## config.mk

```make
export PLATFORM = sky130hd
export DESIGN_NAME = serial_port_status_flags
export DESIGN_NICKNAME = d
export VERILOG_FILES = /design/src/shared/status_pkg.sv /design/src/verilog/status_axi_slave.sv /design/src/verilog/serial_port_status_flags.sv
export SDC_FILE = /design/constraint.sdc
export NUM_CORES = 1
export LEC_CHECK = 0
export ABC_AREA = 0
export ABC_CLOCK_PERIOD_IN_PS = 2140
export BUFFER_PORTS_ARGS = -buffer_cell sky130_fd_sc_hd__buf_2
export CAP_MARGIN = 20
export CORE_ASPECT_RATIO = 0.8
export CORE_MARGIN = 2
export CORE_UTILIZATION = 48
export CTS_CLUSTER_SIZE = 10
export DETAILED_ROUTE_END_ITERATION = 10
export PLACE_DENSITY_LB_ADDON = 0.2
export SLEW_MARGIN = 20
export SYNTH_ARGS = -nofsm -noshare
export SYNTH_HDL_FRONTEND = slang
export SYNTH_SLANG_ARGS = --single-unit
```

## constraint.sdc

```tcl
create_clock -name clock -period 2.14 [get_ports clock]
set_clock_uncertainty 0.1 [all_clocks]
set_input_delay 0.214 -clock clock [delete_from_list [all_inputs] [get_ports clock]]
set_output_delay 0.214 -clock clock [all_outputs]
set_load 0.05 [all_outputs]
```

## src/shared/status_pkg.sv

```systemverilog
// constants, register layout and types for the serial port status block
// Operation
// receive buffer occupancy count, 5 bits, read-only in bits 28..24, enhanced mode only
// transmit buffer occupancy count, 5 bits, read-only in bits 20..16, enhanced mode only
// frame error flag bit 12 set by hardware, software clears it, framed mode
// bit 11 high while the port processes any transaction, low when idle
// bit 8 set on transmit underrun in framed mode, cleared only by disable
// bit 7 high while the shift register holds no data, enhanced mode only
// bit 6 set when a received word is discarded unread; cleared only by writing zero
// bit 5 high when receive FIFO read and write pointers are equal; the code sets it in enhanced mode only and reads zero otherwise
// unimplemented bits 31..29, 23..21, 15..13, 10..9 and 4 read as zero
// bits 3, 1, 0 show tx empty, tx full, rx full; tx empty resets to one
// software writes to read-only positions are ignored; only bits 6 and 12 writable
package status_pkg;
  // ==========================================================
  // register map (byte addresses)
  localparam logic [3:0]  status_offset   = 4'h0;
  localparam logic [3:0]  int_stat_offset = 4'h4;
  localparam logic [3:0]  int_mask_offset = 4'h8;
  localparam logic [3:0]  control_offset  = 4'hC;
  // ==========================================================
  // field positions of the status word
  localparam int rx_count_lsb   = 24;
  localparam int tx_count_lsb   = 16;
  localparam int frame_err_bit  = 12;
  localparam int active_bit     = 11;
  localparam int underrun_bit   = 8;
  localparam int shifter_bit    = 7;
  localparam int overflow_bit   = 6;
  localparam int rx_empty_bit   = 5;
  localparam int tx_empty_bit   = 3;
  localparam int tx_full_bit    = 1;
  localparam int rx_full_bit    = 0;
  localparam int count_width    = 5;
  // ==========================================================
  // interrupt event bits
  localparam int ev_frame_err   = 0;
  localparam int ev_overflow    = 1;
  localparam int ev_underrun    = 2;
  localparam int event_count    = 3;
  // control register bits
  localparam int ctl_enable     = 0;
  localparam int ctl_enhanced   = 1;
  localparam int ctl_framed     = 2;
  localparam logic [2:0] control_reset = 3'h0;
  localparam logic [1:0] resp_okay   = 2'h0;
  localparam logic [1:0] resp_slverr = 2'h2;

  // signals from the shift engine and FIFOs
  typedef struct packed {
    logic [4:0] rx_count;
    logic [4:0] tx_count;
    logic       busy;
    logic       shifter_empty;
    logic [4:0] rd_ptr;
    logic [4:0] wr_ptr;
    logic       tx_empty;
    logic       tx_full;
    logic       rx_full;
    logic       frame_err_ev;
    logic       underrun_ev;
    logic       rx_done_ev;
  } engine_s;
endpackage : status_pkg

```

## src/verilog/status_axi_slave.sv

```systemverilog
// AXI4-Lite slave front end: handshakes and one-cycle access strobes
`timescale 1ns/1ps
module status_axi_slave (
  input  wire logic        clock,
  input  wire logic        arst_n,
  input  wire logic        clk_en,
  input  wire logic [3:0]  s_awaddr,
  input  wire logic        s_awvalid,
  output logic             s_awready,
  input  wire logic [31:0] s_wdata,
  input  wire logic [3:0]  s_wstrb,
  input  wire logic        s_wvalid,
  output logic             s_wready,
  output logic [1:0]       s_bresp,
  output logic             s_bvalid,
  input  wire logic        s_bready,
  input  wire logic [3:0]  s_araddr,
  input  wire logic        s_arvalid,
  output logic             s_arready,
  output logic [31:0]      s_rdata,
  output logic [1:0]       s_rresp,
  output logic             s_rvalid,
  input  wire logic        s_rready,
  output logic             wr_go,
  output logic [3:0]       wr_addr,
  output logic [31:0]      wr_data,
  output logic [3:0]       wr_strb,
  output logic             rd_go,
  output logic [3:0]       rd_addr,
  input  wire logic [31:0] rd_value,
  input  wire logic        rd_hit,
  input  wire logic        wr_hit
);
  import status_pkg::*;
  logic aw_held;
  logic w_held;
  wire  aw_take = s_awvalid & s_awready;
  wire  w_take  = s_wvalid & s_wready;
  wire  both    = (aw_held | aw_take) & (w_held | w_take);
  wire  next_wr = both & ~s_bvalid & ~wr_go;

  // ==========================================================
  // write channel: address and data in either order, then one response
  always_ff @(posedge clock or negedge arst_n) begin
    if (!arst_n) begin
      s_awready <= 1'b1; s_wready <= 1'b1; aw_held <= 1'b0; w_held <= 1'b0;
      s_bvalid <= 1'b0; s_bresp <= resp_okay; wr_go <= 1'b0;
      wr_addr <= 4'h0; wr_data <= 32'h0; wr_strb <= 4'h0;
    end else if (clk_en) begin
      wr_go <= next_wr;
      if (aw_take) begin
        wr_addr <= s_awaddr; aw_held <= 1'b1; s_awready <= 1'b0;
      end
      if (w_take) begin
        wr_data <= s_wdata; wr_strb <= s_wstrb; w_held <= 1'b1; s_wready <= 1'b0;
      end
      if (wr_go) begin
        s_bvalid <= 1'b1;
        s_bresp  <= wr_hit ? resp_okay : resp_slverr;
        aw_held  <= 1'b0;
        w_held   <= 1'b0;
      end
      if (s_bvalid && s_bready) begin
        s_bvalid <= 1'b0; s_awready <= 1'b1; s_wready <= 1'b1;
      end
    end
  end

  // ==========================================================
  // read channel: address taken, data one cycle after the strobe
  always_ff @(posedge clock or negedge arst_n) begin
    if (!arst_n) begin
      s_arready <= 1'b1; s_rvalid <= 1'b0; s_rdata <= 32'h0; s_rresp <= resp_okay;
      rd_go <= 1'b0; rd_addr <= 4'h0;
    end else if (clk_en) begin
      rd_go <= s_arvalid & s_arready;
      if (s_arvalid && s_arready) begin
        rd_addr <= s_araddr; s_arready <= 1'b0;
      end
      if (rd_go) begin
        s_rvalid <= 1'b1;
        s_rdata  <= rd_hit ? rd_value : 32'h0;
        s_rresp  <= rd_hit ? resp_okay : resp_slverr;
      end
      if (s_rvalid && s_rready) begin
        s_rvalid <= 1'b0; s_arready <= 1'b1;
      end
    end
  end
endmodule : status_axi_slave

```

## src/verilog/serial_port_status_flags.sv

```systemverilog
// serial port status register with sticky flags, interrupts and AXI4-Lite access
`timescale 1ns/1ps
module serial_port_status_flags (
  input  wire logic              clock,
  input  wire logic              arst_n,
  input  wire logic              clk_en,
  input  wire status_pkg::engine_s engine,
  input  wire logic [3:0]        s_awaddr,
  input  wire logic              s_awvalid,
  output logic                   s_awready,
  input  wire logic [31:0]       s_wdata,
  input  wire logic [3:0]        s_wstrb,
  input  wire logic              s_wvalid,
  output logic                   s_wready,
  output logic [1:0]             s_bresp,
  output logic                   s_bvalid,
  input  wire logic              s_bready,
  input  wire logic [3:0]        s_araddr,
  input  wire logic              s_arvalid,
  output logic                   s_arready,
  output logic [31:0]            s_rdata,
  output logic [1:0]             s_rresp,
  output logic                   s_rvalid,
  input  wire logic              s_rready,
  output logic                   module_enable,
  output logic                   enhanced_buffer_select,
  output logic                   framed_operation_enable,
  output logic                   irq
);
  import status_pkg::*;

  // ==========================================================
  // state
  logic                   frame_error_flag;
  logic                   rx_overflow_flag;
  logic                   tx_underrun_flag;
  logic                   tx_buffer_empty_flag;
  logic                   tx_buffer_full_flag;
  logic                   rx_buffer_full_flag;
  logic                   port_active_flag;
  logic                   shifter_empty_flag;
  logic                   rx_fifo_empty_flag;
  logic [count_width-1:0] rx_element_count;
  logic [count_width-1:0] tx_element_count;
  logic [event_count-1:0] int_status;
  logic [event_count-1:0] int_mask;
  logic                   wr_go;
  logic [3:0]             wr_addr;
  logic [31:0]            wr_data;
  logic [3:0]             wr_strb;
  logic                   rd_go;
  logic [3:0]             rd_addr;

  // ==========================================================
  // address decode, shared by read and write sides
  function automatic logic mapped(input logic [3:0] a);
    mapped = (a == status_offset) || (a == int_stat_offset) ||
             (a == int_mask_offset) || (a == control_offset);
  endfunction : mapped

  wire wr_status  = wr_go & (wr_addr == status_offset) & wr_strb[0] ;
  wire wr_status1 = wr_go & (wr_addr == status_offset) & wr_strb[1];
  wire wr_istat   = wr_go & (wr_addr == int_stat_offset) & wr_strb[0];
  wire wr_imask   = wr_go & (wr_addr == int_mask_offset) & wr_strb[0];
  wire wr_ctl     = wr_go & (wr_addr == control_offset) & wr_strb[0];

  // discard happens when a word completes while the previous one is unread
  // the full flag is the registered copy, so it lags the engine by one cycle
  wire overflow_ev = engine.rx_done_ev & rx_buffer_full_flag;
  wire frame_ev    = engine.frame_err_ev & framed_operation_enable;
  wire underrun_ev = engine.underrun_ev & framed_operation_enable;
  wire [event_count-1:0] events = {underrun_ev, overflow_ev, frame_ev};

  // software may only clear the two clearable flags; a set in the same cycle wins
  wire clear_frame = wr_status1 & ~wr_data[frame_err_bit];
  wire clear_ovf   = wr_status & ~wr_data[overflow_bit];
  wire next_frame  = frame_ev | (frame_error_flag & ~clear_frame);
  wire next_ovf    = overflow_ev | (rx_overflow_flag & ~clear_ovf);
  // underrun survives until the module is switched off
  wire next_tur    = module_enable & (underrun_ev | tx_underrun_flag);

  // ==========================================================
  // status word assembly; unimplemented positions are constant zero
  wire [31:0] status_word = {
    3'h0, rx_element_count,
    3'h0, tx_element_count,
    3'h0, frame_error_flag, port_active_flag, 2'h0,
    tx_underrun_flag,
    shifter_empty_flag, rx_overflow_flag, rx_fifo_empty_flag,
    1'b0, tx_buffer_empty_flag, 1'b0,
    tx_buffer_full_flag, rx_buffer_full_flag};

  // read mux; unmapped addresses fall through here but the bus returns zero for them
  wire [31:0] rd_value =
    (rd_addr == status_offset)   ? status_word :
    (rd_addr == int_stat_offset) ? {29'h0, int_status} :
    (rd_addr == int_mask_offset) ? {29'h0, int_mask} :
    {29'h0, framed_operation_enable, enhanced_buffer_select, module_enable};

  // ==========================================================
  // sticky flags: frame error and overflow cleared by software, underrun by disable
  always_ff @(posedge clock or negedge arst_n) begin
    if (!arst_n) begin
      frame_error_flag <= 1'b0;
      rx_overflow_flag <= 1'b0;
      tx_underrun_flag <= 1'b0;
    end else if (clk_en) begin
      frame_error_flag <= next_frame;
      rx_overflow_flag <= next_ovf;
      tx_underrun_flag <= next_tur;
    end
  end

  // ==========================================================
  // live status copied from the engine; writes never reach these
  always_ff @(posedge clock or negedge arst_n) begin
    if (!arst_n) begin
      tx_buffer_empty_flag <= 1'b1;
      tx_buffer_full_flag  <= 1'b0;
      rx_buffer_full_flag  <= 1'b0;
      port_active_flag     <= 1'b0;
      shifter_empty_flag   <= 1'b0;
      rx_fifo_empty_flag   <= 1'b0;
      rx_element_count     <= '0;
      tx_element_count     <= '0;
    end else if (clk_en) begin
      tx_buffer_empty_flag <= engine.tx_empty;
      tx_buffer_full_flag  <= engine.tx_full;
      rx_buffer_full_flag  <= engine.rx_full;
      port_active_flag     <= engine.busy;
      // counts and fifo flags only mean something in enhanced mode
      shifter_empty_flag   <= enhanced_buffer_select & engine.shifter_empty;
      rx_fifo_empty_flag   <= enhanced_buffer_select & (engine.rd_ptr == engine.wr_ptr);
      rx_element_count     <= enhanced_buffer_select ? engine.rx_count : '0;
      tx_element_count     <= enhanced_buffer_select ? engine.tx_count : '0;
    end
  end

  // ==========================================================
  // interrupt status (write one to clear, set wins), mask and control
  always_ff @(posedge clock or negedge arst_n) begin
    if (!arst_n) begin
      int_status              <= '0;
      int_mask                <= '0;
      module_enable           <= control_reset[ctl_enable];
      enhanced_buffer_select  <= control_reset[ctl_enhanced];
      framed_operation_enable <= control_reset[ctl_framed];
      irq                     <= 1'b0;
    end else if (clk_en) begin
      int_status <= events | (int_status & ~(wr_istat ? wr_data[event_count-1:0] : '0));
      if (wr_imask) int_mask <= wr_data[event_count-1:0];
      if (wr_ctl) begin
        module_enable           <= wr_data[ctl_enable];
        enhanced_buffer_select  <= wr_data[ctl_enhanced];
        framed_operation_enable <= wr_data[ctl_framed];
      end
      irq <= |(int_status & int_mask);
    end
  end

  // ==========================================================
  // bus front end owns the handshakes and hands over one-cycle strobes
  status_axi_slave u_bus (
    .clock     (clock),
    .arst_n    (arst_n),
    .clk_en    (clk_en),
    .s_awaddr  (s_awaddr),
    .s_awvalid (s_awvalid),
    .s_awready (s_awready),
    .s_wdata   (s_wdata),
    .s_wstrb   (s_wstrb),
    .s_wvalid  (s_wvalid),
    .s_wready  (s_wready),
    .s_bresp   (s_bresp),
    .s_bvalid  (s_bvalid),
    .s_bready  (s_bready),
    .s_araddr  (s_araddr),
    .s_arvalid (s_arvalid),
    .s_arready (s_arready),
    .s_rdata   (s_rdata),
    .s_rresp   (s_rresp),
    .s_rvalid  (s_rvalid),
    .s_rready  (s_rready),
    .wr_go     (wr_go),
    .wr_addr   (wr_addr),
    .wr_data   (wr_data),
    .wr_strb   (wr_strb),
    .rd_go     (rd_go),
    .rd_addr   (rd_addr),
    .rd_value  (rd_value),
    .rd_hit    (mapped(rd_addr)),
    .wr_hit    (mapped(wr_addr))
  );
endmodule : serial_port_status_flags

```

Word level (Yosys, flattened, before mapping)

Index checks and enable logic that the tools add are counted.

Muxes and demuxes: 23
Eq/ne operators: 7
Bitwise gates (word level): 40
Reduce and logical (&&, ||, !) cells: 33

Operators with widths:

| cell                                                            | count |
|---|---|
| 29-bit two-way mux                                              | 2 |
| 2-bit AND reduction                                             | 14 |
| 1-bit bitwise AND                                               | 25 |
| 4-bit == test, second input constant                            | 4 |
| 1-bit two-way mux                                               | 14 |
| 2-bit nonzero test                                              | 7 |
| 5-bit two-way mux                                               | 2 |
| 3-bit two-way mux                                               | 3 |
| 4-bit by 3-bit == test with 1-bit output, second input constant | 2 |
| 4-bit zero test                                                 | 2 |
| 3-bit bitwise AND                                               | 2 |
| 1-bit logical OR                                                | 6 |
| 1-bit NOT                                                       | 6 |
| 5-bit == test                                                   | 1 |
| 1-bit OR                                                        | 5 |
| 2-bit two-way mux                                               | 2 |
| 1-bit logical AND                                               | 3 |
| 3-bit NOT                                                       | 1 |
| 3-bit OR                                                        | 1 |
| 3-bit OR reduction                                              | 1 |

Bits in registers: 97
Logic and storage cells: 136

Logic depth before layout (Yosys ltp)

Depth after elaboration: 7
Depth in mapped cells: 6
Gate-level depth less buffers: 3

By module

From an unflattened synthesis, not the netlist that was laid out.

Cell total of the unflattened synthesis: 440
Area, all modules: 5,192.5 µm²

By module, submodules not included:

| module                   | area each (µm²) | seq. area each (µm²) | cells an instance | times used |
|---|---|---|---|---|
| status_axi_slave         | 3,621.0         | 2,180.8              | 280               | 1 |
| serial_port_status_flags | 1,571.5         | 726.9                | 160               | 1 |

Worst setup path before layout

No wires, ideal clock.

Kind: register to register
Start: register u_bus.wr_go
End: register int_mask[0]
Cell stages (with the launch flop): 5
Arrival time: 1.306 ns
Data required time: 1.915 ns
Path buffers: 1
Setup time: 0.125 ns
Period minus slack after synthesis: 1.530 ns
Slack: 0.610 ns
Path through: dfrtp_1 > and4bb_2 > buf_4 > and4b_4 > mux2_2

Cells in the longest elaborated chain, start to end: 3

Ends and longest elaborated chain:

| element                              | RTL line                        | text |
|---|---|---|
| from (decl)                          | status_axi_slave.sv:24          | `output logic wr_go,` |
| from (signal assigned)               | status_axi_slave.sv:50          | `wr_go <= next_wr;` |
| 1-bit bitwise AND (2 in a row)       | serial_port_status_flags.sv:64  | `wire wr_imask = wr_go & (wr_addr == int_mask_offset) & wr_strb[0];` |
| 2-bit AND reduction (no source line) | n/a                             |  |
| to (signal assigned)                 | serial_port_status_flags.sv:151 | `if (wr_imask) int_mask <= wr_data[event_count-1:0];` |
| to (decl)                            | serial_port_status_flags.sv:46  | `logic [event_count-1:0] int_mask;` |

No other way between the ends.
A chain may end at the register's enable or synchronous reset.

Worst setup path after layout

Start: register u_bus.rd_addr[2]
End: register u_bus.s_rdata[0]

Cells in the longest elaborated chain, start to end: 5

Ends and longest elaborated chain:

| element                                                | RTL line                                                       | text |
|---|---|---|
| from (decl)                                            | status_axi_slave.sv:29                                         | `output logic [3:0] rd_addr,` |
| from (signal assigned)                                 | status_axi_slave.sv:74                                         | `rd_go <= 1'b0; rd_addr <= 4'h0;` |
| from (signal assigned)                                 | status_axi_slave.sv:78                                         | `rd_addr <= s_araddr; s_arready <= 1'b0;` |
| 4-bit == test (tied with other cells)                  | serial_port_status_flags.sv:58, serial_port_status_flags.sv:97 |  |
| 3-bit two-way mux or 1-bit logical OR (tied branches)  | serial_port_status_flags.sv:97, serial_port_status_flags.sv:57 |  |
| 3-bit two-way mux or 1-bit logical OR (tied branches)  | serial_port_status_flags.sv:96, serial_port_status_flags.sv:57 |  |
| 29-bit two-way mux or 1-bit logical OR (tied branches) | serial_port_status_flags.sv:95, serial_port_status_flags.sv:58 |  |
| 29-bit two-way mux (*)                                 | status_axi_slave.sv:82                                         | `s_rdata <= rd_hit ? rd_value : 32'h0;` |
| to (signal assigned)                                   | status_axi_slave.sv:82                                         |  |
| to (decl)                                              | status_axi_slave.sv:20                                         | `output logic [31:0] s_rdata,` |

Mark *: on every way between the ends. The rest lies on a longest branch, timed or not.

==> results.py <==
metrics = {
    "run_status": {
        "outcome": "finished clean",
    },
    "yosys": {
        "syn_inst": 264,
        "synth_top_area_share_pct": 55.4,
        "synth_cell_types": 34,
        "avgSynthCellArea_um2": 12.2,
        "ys.flop_type": "dfrtp_1",
        "synth-seq-area-share_pct": 58.7,
        "synth.top_cells.by_area": "dfrtp_1 55%, mux2_2 8.8%, a22o_1 4.9%, buf_4 3.5%, dfstp_2 3.3%",
        "synth_warnings": 0,
        "syn-cell-area_um2": 3210,
        "async_reset_ff_share_pct": 100,
        "synth-edff-count": 0,
        "yosysTopAreaCell": "dfrtp_1",
        "ys_seq_elements": 75,
    },
    "finish": {
        "fillers": 513,
        "diodes": 0,
        "multi_input_area_um2": 1130,
        "final_area_um2": 4180,
        "fin_cells": 464,
        "seq_area_um2": 1880,
        "area.growth.synth_to_final_pct": 30.1,
        "layout.nets": 455,
        "drive_above_1_share_pct": 36.6,
    },
    "setup_path": {
        "slowest_delay_ps": 710,
        "cp_slowest_cell": "or4b_2",
        "rr_startpoint": "u_bus.rd_addr[2]",
        "crit_required_ps": 2310,
        "worstSetupEndpoint": "u_bus.s_rdata[0]",
        "cp-startpoint": "u_bus.rd_addr[2]",
        "cp_cell_sequence": "or4b_2, nand3_1, a32o_1",
        "reg2reg_depth": 3,
        "crit_arrival_ps": 1860,
        "r2r_slack_ps": 450,
        "worst-path-stages": 3,
        "crit_buf_inv": 0,
        "end_kind": "register",
        "r2r-end": "u_bus.s_rdata[0]",
        "cpLargestDelayFamily": "simple AND/OR/NAND/NOR gates",
        "critPathKind": "reg2reg",
        "startpoint_type": "register",
        "cp_max_fo": 12,
    },
    "grt": {
        "grt_max_degree": 40,
        "grt_pass1_wl_um": 11200,
        "grt_usage_pct": 19.8,
        "grt_pass1_vias": 2255,
        "grt_overflow": 0,
        "grt_antenna_before_repair": 0,
    },
    "place": {
        "hpwlAfterDp_um": 4780,
        "dpl_cell_area_um2": 3650,
        "port-buffer-count": 81,
        "globalplace.congestion": 0.766,
        "dp.cells": 422,
    },
    "floorplan": {
        "start_util_pct": 49.8,
        "die-area_um2": 7360,
        "rows": 26,
        "core_um2": 6440,
        "die_w_um": 95.4,
        "top_level_ports": 125,
        "die_y_um": 77.1,
    },
    "cts": {
        "clk_pin_slew_ps": 70,
        "cts_made_buffers": 9,
        "clockBufferDepth": 2,
        "cts.sink_count": 75,
        "post_cts_buffers": 0,
        "post_cts_resized": 0,
        "root_buffer": "clkbuf_8",
        "insertion_delay_ps": 340,
        "cts_hold_buf": 26,
        "tritoncts": "yes",
        "h-tree-depth": 3,
    },
    "power_and_ir_drop": {
        "p_leak_nw": 2.04,
        "power_frac_clock_pct": 29.1,
        "vdd_drop_max_mv": 0.655,
        "power_density_nw_per_um2": 1160,
        "p_switching_w": 0.00167,
        "share_seq_of_total_power_pct": 43.9,
        "p_sw_share_pct": 34.4,
        "internal_power_w": 0.00319,
        "report.power.total_w": 0.00486,
        "p_comb_share_pct": 27.0,
    },
    "timing": {
        "fin_tns_setup_ps": 0,
        "fin_crit_ps": 1690,
        "rsz0062_at_grt": "false",
        "finalSetupViolCount": 0,
        "slew_violations": 0,
        "hold_viol": 0,
        "min_period_over_period_pct": 78.8,
        "fmax_mhz": 593,
    },
    "routing": {
        "drtAntennaViolNets": 0,
        "wl_per_cell_um": 15.0,
        "drtIter0Drc": 177,
        "drc": 0,
        "viasPerCell": 5.13,
        "vias": 2380,
        "drt-total-wl_um": 6950,
        "drtPass1Iterations": 4,
    },
    "run": {
        "max_cap_viol_count": 0,
    },
    "hold_path": {
        "hp-start": "s_wdata[6]",
        "holdCritPathClass": "in2reg",
    },
}
## Yosys cell counts, drive strengths merged, types with 2 or more instances
cell type and number:
dfrtp 71, mux2 25, buf 22, nand3 20, a22o 18, inv 18, nand2 13, o21ai 12
a21oi 10, a32o 8, clkbuf 6, a31oi 5, nor2 5, nor2b 5, dfstp 4, a211o 2
a222oi 2, and4bb 2, mux2i 2, nand4b 2, or4b 2, xnor2 2
## power by group through the flow
| stage | logic [W] | registers, W | clock network [W] |
|---|---|---|---|
| 5_1_grt | 0.00142 | 0.00220 | 0.00151 |
| 2_1_floorplan | 0.000643 | 0.00244 | 0 |
| 3_5_place_dp | 0.00128 | 0.00216 | 0 |
| 3_3_place_gp | 0.00126 | 0.00214 | 0 |
| 6_report | 0.00131 | 0.00214 | 0.00141 |
| 4_1_cts | 0.00132 | 0.00213 | 0.00145 |
## through the flow
stage	hold slack, ps	util [%]	setup slack, ps
2_1_floorplan	-182	-	610
3_3_place_gp	97.2	56.7	413
3_5_place_dp	102	56.7	383
4_1_cts	2.23	64.8	456
5_1_grt	4.78	64.8	393
6_report	19.9	64.8	454
## placed cells by master (no fill, tap or decap), types with 12 or more instances in the layout
master | synthesis | final
nand2_1 | 13 | 13
inv_1 | 18 | 18
a22o_1 | 18 | 18
nand3_1 | 20 | 20
mux2_2 | 25 | 25
dfrtp_1 | 71 | 71
buf_2 | 2 | 80
dlygate4sd3_1 | 0 | 26
conb_1 | 1 | 14
o21ai_0 | 12 | 12
## layer usage
metal  vias to the layer above  wire length, um  GRT usage, %
met4                         0               22          4.43
met5                         -                0             0
met2                        69             3290          29.6
met1                      1162             3230          27.8
met3                         2              399          7.17
li1                       1147                -             -
## area by class of cell
type | instances | area share (%)
multi-input combinational | 156 | 27.0
clock buffer | 10 | 3.06
sequential | 75 | 45.1
tap | 84 | 2.52
timing repair buffer | 115 | 17.4
clock inverter | 6 | 3.27
inverter | 18 | 1.62
## worst min path at each step
stage                             endpoint  slack [ps]  cells past startpoint
detailed placement        u_bus.s_rdata[3]         100                      1
global route              u_bus.wr_data[6]           5                      2
global placement       tx_element_count[1]         100                      1
floorplan           enhanced_buffer_select        -180                      0
CTS                    rx_element_count[0]           2                      3
finish                    u_bus.wr_data[6]          20                      2
## flip-flops by register name, indices dropped and copies added, names as in the netlist, 2 cells and up
signal and count:
u_bus.s_rdata 20, rx_element_count 5, tx_element_count 5, u_bus.wr_data 5, u_bus.rd_addr 4, u_bus.wr_addr 4, int_mask 3, int_status 3
u_bus.wr_strb 2
## logic make-up (layout without fill, tap and decap cells)
group           Yosys count  count (layout)  share of synthesized area [%]
other cells               1              14                          0.117
flops                    75              75                           58.7
simple gates             53              53                           9.75
xor+xnor                  2               2                          0.546
buf+inv                  46             149                           7.68
compound gates           60              60                           13.8
mux                      27              27                           9.40
Note: power is estimated with default switching activity, not from simulation.
